File: config.mk
export PLATFORM = sky130hd
export DESIGN_NAME = tmoc_channel
export DESIGN_NICKNAME = d
export VERILOG_FILES = /design/src/rtl/tmoc_pkg.sv /design/src/rtl/tmoc_ref_gen.sv /design/src/rtl/tmoc_channel.sv
export SDC_FILE = /design/constraint.sdc
export NUM_CORES = 1
export LEC_CHECK = 0
export BUFFER_PORTS_ARGS = -buffer_cell sky130_fd_sc_hd__buf_2
export CORE_MARGIN = 8
export CORE_UTILIZATION = 45
export CTS_BUF_LIST = sky130_fd_sc_hd__clkbuf_16
export CTS_CLUSTER_DIAMETER = 80
export DETAILED_ROUTE_END_ITERATION = 8
export HOLD_SLACK_MARGIN = 0.1
export PLACE_DENSITY = 0.69
export SYNTH_ARGS = -nofsm -noshare
export SYNTH_HDL_FRONTEND = slang
export SYNTH_SLANG_ARGS = --single-unit
File: constraint.sdc
create_clock -name aclk -period 5.2 [get_ports aclk]
set_input_delay 0.52 -clock aclk [delete_from_list [all_inputs] [get_ports aclk]]
set_output_delay 0.52 -clock aclk [all_outputs]
set_load 0.1 [all_outputs]
File: src/rtl/tmoc_pkg.sv
// Constants, types and register map of the compare channel output block.
// Assumes a single timer clock and an AXI4-Lite master on the same clock.
//
// Overview of operation
// Trigger forces reference active when enabled
// Forcing ends at next overflow or underflow
// Forcing only in PWM mode 1 or 2
// Preload off: new compare used at once
// Preload on: compare copied on update event
// Mode field sits at bits 8 and 2:0
// Hold, low, high or toggle on match
// Force inactive or force active modes
// PWM mode 1 levels against compare value
// PWM mode 2 levels against compare value
// Asymmetric mode 1 uses alternate when down
// Asymmetric mode 2 uses alternate when down
// Software sets center-aligned counting for asymmetric modes
package tmoc_pkg;

  // ----------------------------------------------------------------
  // Register map
  // ----------------------------------------------------------------
  localparam int ADDR_W = 12;
  localparam logic [11:0] OFF_CONFIG = 12'h048;
  localparam logic [11:0] OFF_COMPARE = 12'h060;
  localparam logic [11:0] OFF_ALTERNATE = 12'h064;
  localparam logic [11:0] OFF_STATUS = 12'h068;

  // ----------------------------------------------------------------
  // Field positions and reset values
  // ----------------------------------------------------------------
  localparam int CFG_MODE_HI = 8;
  localparam int CFG_IMAE = 5;
  localparam int CFG_PRE = 4;
  localparam int STAT_REF = 0;
  localparam int STAT_FORCE = 1;
  localparam logic [31:0] CFG_WMASK = 32'h0000_0137;
  localparam logic [31:0] CONFIG_RESET = 32'h0000_0000;
  localparam logic [31:0] COMPARE_RESET = 32'h0000_0000;
  localparam logic [31:0] ALTERNATE_RESET = 32'h0000_0000;
  localparam logic REF_RESET = 1'h0;
  localparam logic [1:0] RESP_OKAY = 2'h0;
  localparam logic [1:0] RESP_SLVERR = 2'h2;

  // ----------------------------------------------------------------
  // Output modes
  // ----------------------------------------------------------------
  typedef enum logic [3:0] {
    MODE_HOLD = 4'b0000,
    MODE_MATCH_LOW = 4'b0001,
    MODE_MATCH_HIGH = 4'b0010,
    MODE_MATCH_TOGGLE = 4'b0011,
    MODE_FORCE_LOW = 4'b0100,
    MODE_FORCE_HIGH = 4'b0101,
    MODE_PWM1 = 4'b0110,
    MODE_PWM2 = 4'b0111,
    MODE_ASYM1 = 4'b1110,
    MODE_ASYM2 = 4'b1111
  } tmoc_mode_e;

  // Timer events from the counter on the same clock
  typedef struct packed {
    logic down;
    logic update;
    logic wrap;
    logic trigger;
  } tmoc_timer_s;

endpackage

File: src/rtl/tmoc_ref_gen.sv
// Next level of the output reference from mode and counter comparison.
// Assumes counter and compare values share the same width and clock.
module tmoc_ref_gen #(
  parameter int CNT_W = 16
) (
  // Configuration
  input wire tmoc_pkg::tmoc_mode_e mode,
  input wire logic force_active,
  // Comparison operands
  input wire logic [CNT_W-1:0] cnt,
  input wire logic [CNT_W-1:0] ccr,
  input wire logic [CNT_W-1:0] acr,
  input wire logic down,
  // Reference level
  input wire logic ref_now,
  output logic ref_nxt
);

  // ----------------------------------------------------------------
  // Comparisons
  // ----------------------------------------------------------------
  wire logic match = (cnt == ccr);
  wire logic below = (cnt < ccr);
  wire logic above = (cnt > ccr);
  wire logic above_alt = (cnt > acr);
  wire logic pwm1_lvl = down ? !above : below;
  wire logic pwm2_lvl = down ? above : !below;

  // Mode selection, then forcing on top
  always_comb
  begin
    ref_nxt = ref_now;
    case (mode)
      tmoc_pkg::MODE_HOLD: ref_nxt = ref_now;
      tmoc_pkg::MODE_MATCH_LOW: ref_nxt = match ? 1'h0 : ref_now;
      tmoc_pkg::MODE_MATCH_HIGH: ref_nxt = match ? 1'h1 : ref_now;
      tmoc_pkg::MODE_MATCH_TOGGLE: ref_nxt = match ? !ref_now : ref_now;
      tmoc_pkg::MODE_FORCE_LOW: ref_nxt = 1'h0;
      tmoc_pkg::MODE_FORCE_HIGH: ref_nxt = 1'h1;
      tmoc_pkg::MODE_PWM1: ref_nxt = pwm1_lvl;
      tmoc_pkg::MODE_PWM2: ref_nxt = pwm2_lvl;
      tmoc_pkg::MODE_ASYM1: ref_nxt = down ? !above_alt : below;
      tmoc_pkg::MODE_ASYM2: ref_nxt = down ? above_alt : !below;
      default: ref_nxt = ref_now;
    endcase
    if (force_active)
    begin
      ref_nxt = 1'h1;
    end
  end

endmodule

File: src/rtl/tmoc_channel.sv
// Compare channel output stage with AXI4-Lite register access.
// Assumes counter value and events come from logic on the same clock.
//
// The AXI4-Lite interface to the registers was chosen for this implementation.
module tmoc_channel #(
  parameter int CNT_W = 16
) (
  // Clock and reset
  input wire logic aclk,
  input wire logic aresetn,
  // AXI4-Lite write address and data
  input wire logic awvalid,
  output logic awready,
  input wire logic [tmoc_pkg::ADDR_W-1:0] awaddr,
  input wire logic [2:0] awprot,
  input wire logic wvalid,
  output logic wready,
  input wire logic [31:0] wdata,
  input wire logic [3:0] wstrb,
  // AXI4-Lite write response
  output logic bvalid,
  input wire logic bready,
  output logic [1:0] bresp,
  // AXI4-Lite read
  input wire logic arvalid,
  output logic arready,
  input wire logic [tmoc_pkg::ADDR_W-1:0] araddr,
  input wire logic [2:0] arprot,
  output logic rvalid,
  input wire logic rready,
  output logic [31:0] rdata,
  output logic [1:0] rresp,
  // Timer side
  input wire logic [CNT_W-1:0] counter_value,
  input wire tmoc_pkg::tmoc_timer_s timer_events,
  output logic output_reference
);

  // ----------------------------------------------------------------
  // Elaboration check
  // ----------------------------------------------------------------
  if (CNT_W < 1 || CNT_W > 32)
  begin : g_bad_width
    $error("CNT_W must lie between 1 and 32");
  end

  // Byte-lane merge of a write into a stored word
  function automatic logic [31:0] merge(input logic [31:0] old_w,
                                        input logic [31:0] new_w,
                                        input logic [3:0] strb);
    logic [31:0] res;
    res = old_w;
    for (int i = 0; i < 4; i++)
    begin
      if (strb[i])
      begin
        res[i*8 +: 8] = new_w[i*8 +: 8];
      end
    end
    return res;
  endfunction

  // ----------------------------------------------------------------
  // Registers
  // ----------------------------------------------------------------
  logic awready_r, wready_r, bvalid_r, arready_r, rvalid_r;
  logic [1:0] bresp_r, rresp_r;
  logic [31:0] rdata_r;
  logic aw_hold_r, w_hold_r;
  logic [tmoc_pkg::ADDR_W-1:0] awaddr_r;
  logic [31:0] wdata_r;
  logic [3:0] wstrb_r;
  logic [31:0] cfg_r;
  logic [CNT_W-1:0] ccr_buf_r, ccr_act_r, acr_r;
  logic force_r;
  logic ref_r;
  logic ref_nxt;

  // ----------------------------------------------------------------
  // Write channel decode
  // ----------------------------------------------------------------
  wire logic aw_take = awvalid && awready_r;
  wire logic w_take = wvalid && wready_r;
  wire logic wr_do = aw_hold_r && w_hold_r && !bvalid_r;
  wire logic aw_hold_nxt = (aw_hold_r || aw_take) && !wr_do;
  wire logic w_hold_nxt = (w_hold_r || w_take) && !wr_do;
  wire logic bvalid_nxt = wr_do || (bvalid_r && !bready);
  wire logic wr_cfg = wr_do && (awaddr_r == tmoc_pkg::OFF_CONFIG);
  wire logic wr_ccr = wr_do && (awaddr_r == tmoc_pkg::OFF_COMPARE);
  wire logic wr_acr = wr_do && (awaddr_r == tmoc_pkg::OFF_ALTERNATE);
  wire logic wr_stat = wr_do && (awaddr_r == tmoc_pkg::OFF_STATUS);
  wire logic wr_hit = wr_cfg || wr_ccr || wr_acr || wr_stat;
  wire logic [31:0] cfg_merged = merge(cfg_r, wdata_r, wstrb_r) & tmoc_pkg::CFG_WMASK;
  wire logic [31:0] ccr_merged = merge(32'(ccr_buf_r), wdata_r, wstrb_r);
  wire logic [31:0] acr_merged = merge(32'(acr_r), wdata_r, wstrb_r);

  // ----------------------------------------------------------------
  // Read channel decode
  // ----------------------------------------------------------------
  wire logic ar_take = arvalid && arready_r;
  wire logic rvalid_nxt = ar_take || (rvalid_r && !rready);
  wire logic rd_cfg = (araddr == tmoc_pkg::OFF_CONFIG);
  wire logic rd_ccr = (araddr == tmoc_pkg::OFF_COMPARE);
  wire logic rd_acr = (araddr == tmoc_pkg::OFF_ALTERNATE);
  wire logic rd_stat = (araddr == tmoc_pkg::OFF_STATUS);
  wire logic rd_hit = rd_cfg || rd_ccr || rd_acr || rd_stat;
  wire logic [31:0] stat_word = (32'(force_r) << tmoc_pkg::STAT_FORCE)
                                | (32'(ref_r) << tmoc_pkg::STAT_REF);
  wire logic [31:0] rd_word = rd_cfg ? cfg_r :
                              rd_ccr ? 32'(ccr_buf_r) :
                              rd_acr ? 32'(acr_r) :
                              rd_stat ? stat_word : 32'h0000_0000;

  // ----------------------------------------------------------------
  // Configuration fields
  // ----------------------------------------------------------------
  wire tmoc_pkg::tmoc_mode_e mode_sel =
    tmoc_pkg::tmoc_mode_e'({cfg_r[tmoc_pkg::CFG_MODE_HI], cfg_r[2:0]});
  wire logic preload_en = cfg_r[tmoc_pkg::CFG_PRE];
  wire logic imae_en = cfg_r[tmoc_pkg::CFG_IMAE];
  wire logic pwm12 = (mode_sel == tmoc_pkg::MODE_PWM1) || (mode_sel == tmoc_pkg::MODE_PWM2);
  wire logic imae_arm = imae_en && pwm12;
  wire logic force_set = imae_arm && timer_events.trigger;
  wire logic force_nxt = force_set || (force_r && !timer_events.wrap);
  wire logic force_now = imae_arm && (force_r || timer_events.trigger);

  // Write channel handshake
  always_ff @(posedge aclk)
  begin
    if (!aresetn)
    begin
      aw_hold_r <= 1'h0;
      w_hold_r <= 1'h0;
      awready_r <= 1'h0;
      wready_r <= 1'h0;
      bvalid_r <= 1'h0;
      bresp_r <= tmoc_pkg::RESP_OKAY;
    end
    else
    begin
      aw_hold_r <= aw_hold_nxt;
      w_hold_r <= w_hold_nxt;
      awready_r <= !aw_hold_nxt;
      wready_r <= !w_hold_nxt;
      bvalid_r <= bvalid_nxt;
      if (wr_do)
      begin
        bresp_r <= wr_hit ? tmoc_pkg::RESP_OKAY : tmoc_pkg::RESP_SLVERR;
      end
    end
  end

  // Captured write address and data
  always_ff @(posedge aclk)
  begin
    if (!aresetn)
    begin
      awaddr_r <= '0;
      wdata_r <= 32'h0000_0000;
      wstrb_r <= 4'h0;
    end
    else
    begin
      if (aw_take)
      begin
        awaddr_r <= awaddr;
      end
      if (w_take)
      begin
        wdata_r <= wdata;
        wstrb_r <= wstrb;
      end
    end
  end

  // Read channel handshake
  always_ff @(posedge aclk)
  begin
    if (!aresetn)
    begin
      arready_r <= 1'h0;
      rvalid_r <= 1'h0;
      rdata_r <= 32'h0000_0000;
      rresp_r <= tmoc_pkg::RESP_OKAY;
    end
    else
    begin
      arready_r <= !rvalid_nxt;
      rvalid_r <= rvalid_nxt;
      if (ar_take)
      begin
        rdata_r <= rd_word;
        rresp_r <= rd_hit ? tmoc_pkg::RESP_OKAY : tmoc_pkg::RESP_SLVERR;
      end
    end
  end

  // Configuration and alternate compare storage
  always_ff @(posedge aclk)
  begin
    if (!aresetn)
    begin
      cfg_r <= tmoc_pkg::CONFIG_RESET;
      acr_r <= tmoc_pkg::ALTERNATE_RESET[CNT_W-1:0];
    end
    else
    begin
      if (wr_cfg)
      begin
        cfg_r <= cfg_merged;
      end
      if (wr_acr)
      begin
        acr_r <= acr_merged[CNT_W-1:0];
      end
    end
  end

  // Compare buffer and its active shadow
  always_ff @(posedge aclk)
  begin
    if (!aresetn)
    begin
      ccr_buf_r <= tmoc_pkg::COMPARE_RESET[CNT_W-1:0];
      ccr_act_r <= tmoc_pkg::COMPARE_RESET[CNT_W-1:0];
    end
    else
    begin
      if (wr_ccr)
      begin
        ccr_buf_r <= ccr_merged[CNT_W-1:0];
      end
      if (wr_ccr && !preload_en)
      begin
        ccr_act_r <= ccr_merged[CNT_W-1:0];
      end
      else if (preload_en && timer_events.update)
      begin
        ccr_act_r <= ccr_buf_r;
      end
    end
  end

  // Immediate-active forcing and output reference
  always_ff @(posedge aclk)
  begin
    if (!aresetn)
    begin
      force_r <= 1'h0;
      ref_r <= tmoc_pkg::REF_RESET;
    end
    else
    begin
      force_r <= force_nxt;
      ref_r <= ref_nxt;
    end
  end

  // Level of the reference for the next cycle
  tmoc_ref_gen #(
    .CNT_W(CNT_W)
  ) u_ref_gen (
    .mode(mode_sel),
    .force_active(force_now),
    .cnt(counter_value),
    .ccr(ccr_act_r),
    .acr(acr_r),
    .down(timer_events.down),
    .ref_now(ref_r),
    .ref_nxt(ref_nxt)
  );

  // Outputs straight from flip-flops
  assign awready = awready_r;
  assign wready = wready_r;
  assign bvalid = bvalid_r;
  assign bresp = bresp_r;
  assign arready = arready_r;
  assign rvalid = rvalid_r;
  assign rdata = rdata_r;
  assign rresp = rresp_r;
  assign output_reference = ref_r;
endmodule

==> out/metrics.yaml <==
run_status:
  status: "complete, no violations"
sta:
  skew_ns: 0.00969
  period_needed_ns: 2.65
  setup-tns-final_ns: 0
  hold_viol_final: 0
  drv_slew: 0
  rsz0062_at_grt: "no"
  fmax_mhz: 377
  period_share: 0.511
  slew_headroom: 0.316
  setup_violations: 0
  tightest_slew_ns: 1.02
power_and_ir_drop:
  combinationalPowerShare: 0.141
  vdd_ir_drop_max_mv: 0.145
  p_total_mw: 1.75
  netSwitchingFraction: 0.290
  p_seq_frac: 0.507
  p_clk_frac: 0.352
  switchingPower_uw: 507
  leakagePower_nw: 2.37
  p_per_area_nw_per_um2: 282
  p_int_mw: 1.24
global_routing:
  grtUsageTotal: 0.191
  grt_antenna_before_repair: 0
  grt_pass1_wl_um: 24500
  grt_overflow: 0
  grt_max_degree: 55
  grt_pass1_vias: 4946
route:
  viasPerCell: 5.44
  first_iter_violations: 247
  drt_drc_violations_left: 0
  routed-via-count: 4934
  dr.pass1.iters: 6
  wl_per_cell_um: 16.7
  routed_wl_um: 15200
  antenna_left: 0
setup_path:
  critical_path.cell_chain: "nor4b_2 > nand4_4 > nor4_4 > a21oi_1 > nor2_1 > nor3_2"
  cp_slowest_stage_delay_ns: 0.81
  cp_slowest_cell: "nor4_4"
  reg2reg_depth: 6
  setup.worst_path.start_class: "register"
  cp_max_fo: 19
  worstSetupEndpointType: "register"
  required_ns: 5.41
  worstSetupPathType: "register to register"
  arrival_ns: 2.86
floorplan:
  die_y_um: 127
  row_count: 40
  die-area_um2: 16000
  die_x_um: 127
  core_um2: 12000
  start_util: 0.460
  ios: 135
clocking:
  clock_latency_ns: 0.35
  post_cts_buffers: 0
  root_buffer: "clkbuf_16"
  cts_hold_buffers: 0
  path_clk_slew_ns: 0.07
  ctsResizeCount: 0
  clock_path_buffers: 2
  clock-sinks: 111
  h-tree-depth: 3
  cts_tree: "built"
  cts-buffers-inserted: 9
cells_and_area:
  diodes: 0
  final_util: 0.520
  final_layout_size_suffix_gt1_frac: 0.180
  layout-area-overhead-vs-synth_pct: 13.0
  nets: 880
synthesis:
  ys_ff_latch: 111
  netlist_area_um2: 5500
  async_flop_share: 0
  yosysSeqAreaShare: 0.404
  ys_types: 49
  syn_area_per_cell_um2: 8.05
  yosysWarnings: 0
  ys.flop_type: "dfxtp_1"
  synth_common_cells: "nand2_1, dfxtp_1, a21oi_1"
  synthTopCellsByArea: "dfxtp_1, nand2_1, a21oi_1, ha_1, nor2_1"
  synth_top_area_share: 0.404
  synth_most_common_cell: "nand2_1"
  synth_edf_count: 0
  postSynthCellCount: 683
  yosysTopAreaCell: "dfxtp_1"
placed_design:
  io_buffers: 92
  gp_congestion: 0.870
  post-dp-hpwl_um: 11500
min_path:
  hold_path_depth: 3
  hp-class: "input port to register"
flow_run:
  drv_cap: 0
==> power by group through the flow <==
| stage | combinational [mW] | sequential, mW | clock, mW |
|---|---|---|---|
| global route | 0.264 | 0.889 | 0.667 |
| CTS | 0.247 | 0.887 | 0.627 |
| finish | 0.246 | 0.887 | 0.617 |
| floorplan | 0.152 | 0.946 | 0 |
| detailed placement | 0.246 | 0.906 | 0 |
| global placement | 0.242 | 0.905 | 0 |
==> worst paths after layout <==
path	start	endpoint	slack, ns
max	awaddr_r[11]	ccr_act_r[7]	2.55
min	wdata[14]	wdata_r[14]	0.40
min reg2reg	rdata[15]	rdata[15]	0.45
max reg2reg	awaddr_r[11]	ccr_act_r[7]	2.55
==> flip-flops by register name, summed over array words and instances (netlist names), 2 cells and up <==
name and flops:
rdata 16, ccr_act_r 16, cfg_r 6, wdata_r 16, awaddr_r 12, wstrb_r 2, ccr_buf_r 16, acr_r 16
==> metrics by stage <==
| step | instance area, µm² | hold slack [ns] | cells | setup slack [ns] |
|---|---|---|---|---|
| floorplan | 5560 | 0.431 | 700 | 3.00 |
| global placement | 5960 | 0.439 | 891 | 2.62 |
| detailed placement | 5960 | 0.443 | 891 | 2.54 |
| CTS | 6210 | 0.396 | 907 | 2.54 |
| global route | 6210 | 0.407 | 907 | 2.30 |
| finish | 6210 | 0.404 | 907 | 2.55 |
==> critical path, delay by kind of cell, from the launching register on <==
family	cells	cell delay (ns)
AND/OR/NAND/NOR	5	1.74
AO/OA/AOI/OAI	1	0.45
flip-flops	1	0.32
==> layer usage <==
layer	up-vias	global-route usage	share of wire
li1	2460	-	-
met1	2331	0.233	0.44
met2	121	0.325	0.48
met3	22	0.0452	0.056
met4	0	0.0566	0.021
met5	-	0	0
==> cells by family after synthesis <==
group	after synthesis	share of synthesized area
buffers and inverters	90	0.0751
multiplexers	24	0.0471
AO/OA/AOI/OAI	144	0.153
flip-flops	111	0.404
AND/OR/NAND/NOR	281	0.247
adder cells (fa/ha/maj)	32	0.0728
other	1	0.000682
==> cell type report <==
class	instances	area, µm²
clock buffer	9	225
fill	1155	5750
inverter	40	150
timing repair buffer	94	475
tap	147	184
sequential	111	2220
multi-input combinational	499	2930
clock inverter	7	31.3
==> layout by cell type (no fill, tap or decap), types with 5 or more instances in the layout <==
| master | instances |
|---|---|
| o311ai_0 | 9 |
| clkbuf_16 | 9 |
| and2_1 | 6 |
| nor2_1 | 49 |
| buf_2 | 92 |
| nor3_2 | 8 |
| nand3b_1 | 11 |
| mux2_2 | 15 |
| a21oi_1 | 94 |
| conb_1 | 18 |
| dfxtp_1 | 111 |
| o211ai_1 | 5 |
| o22ai_1 | 8 |
| inv_1 | 40 |
| mux2i_1 | 9 |
| nand2_1 | 149 |
| o21ai_0 | 8 |
| ha_1 | 32 |
| nor3_1 | 10 |
| nand4_1 | 9 |
| nand3_1 | 15 |
Note: power is estimated with default switching activity, not from simulation.
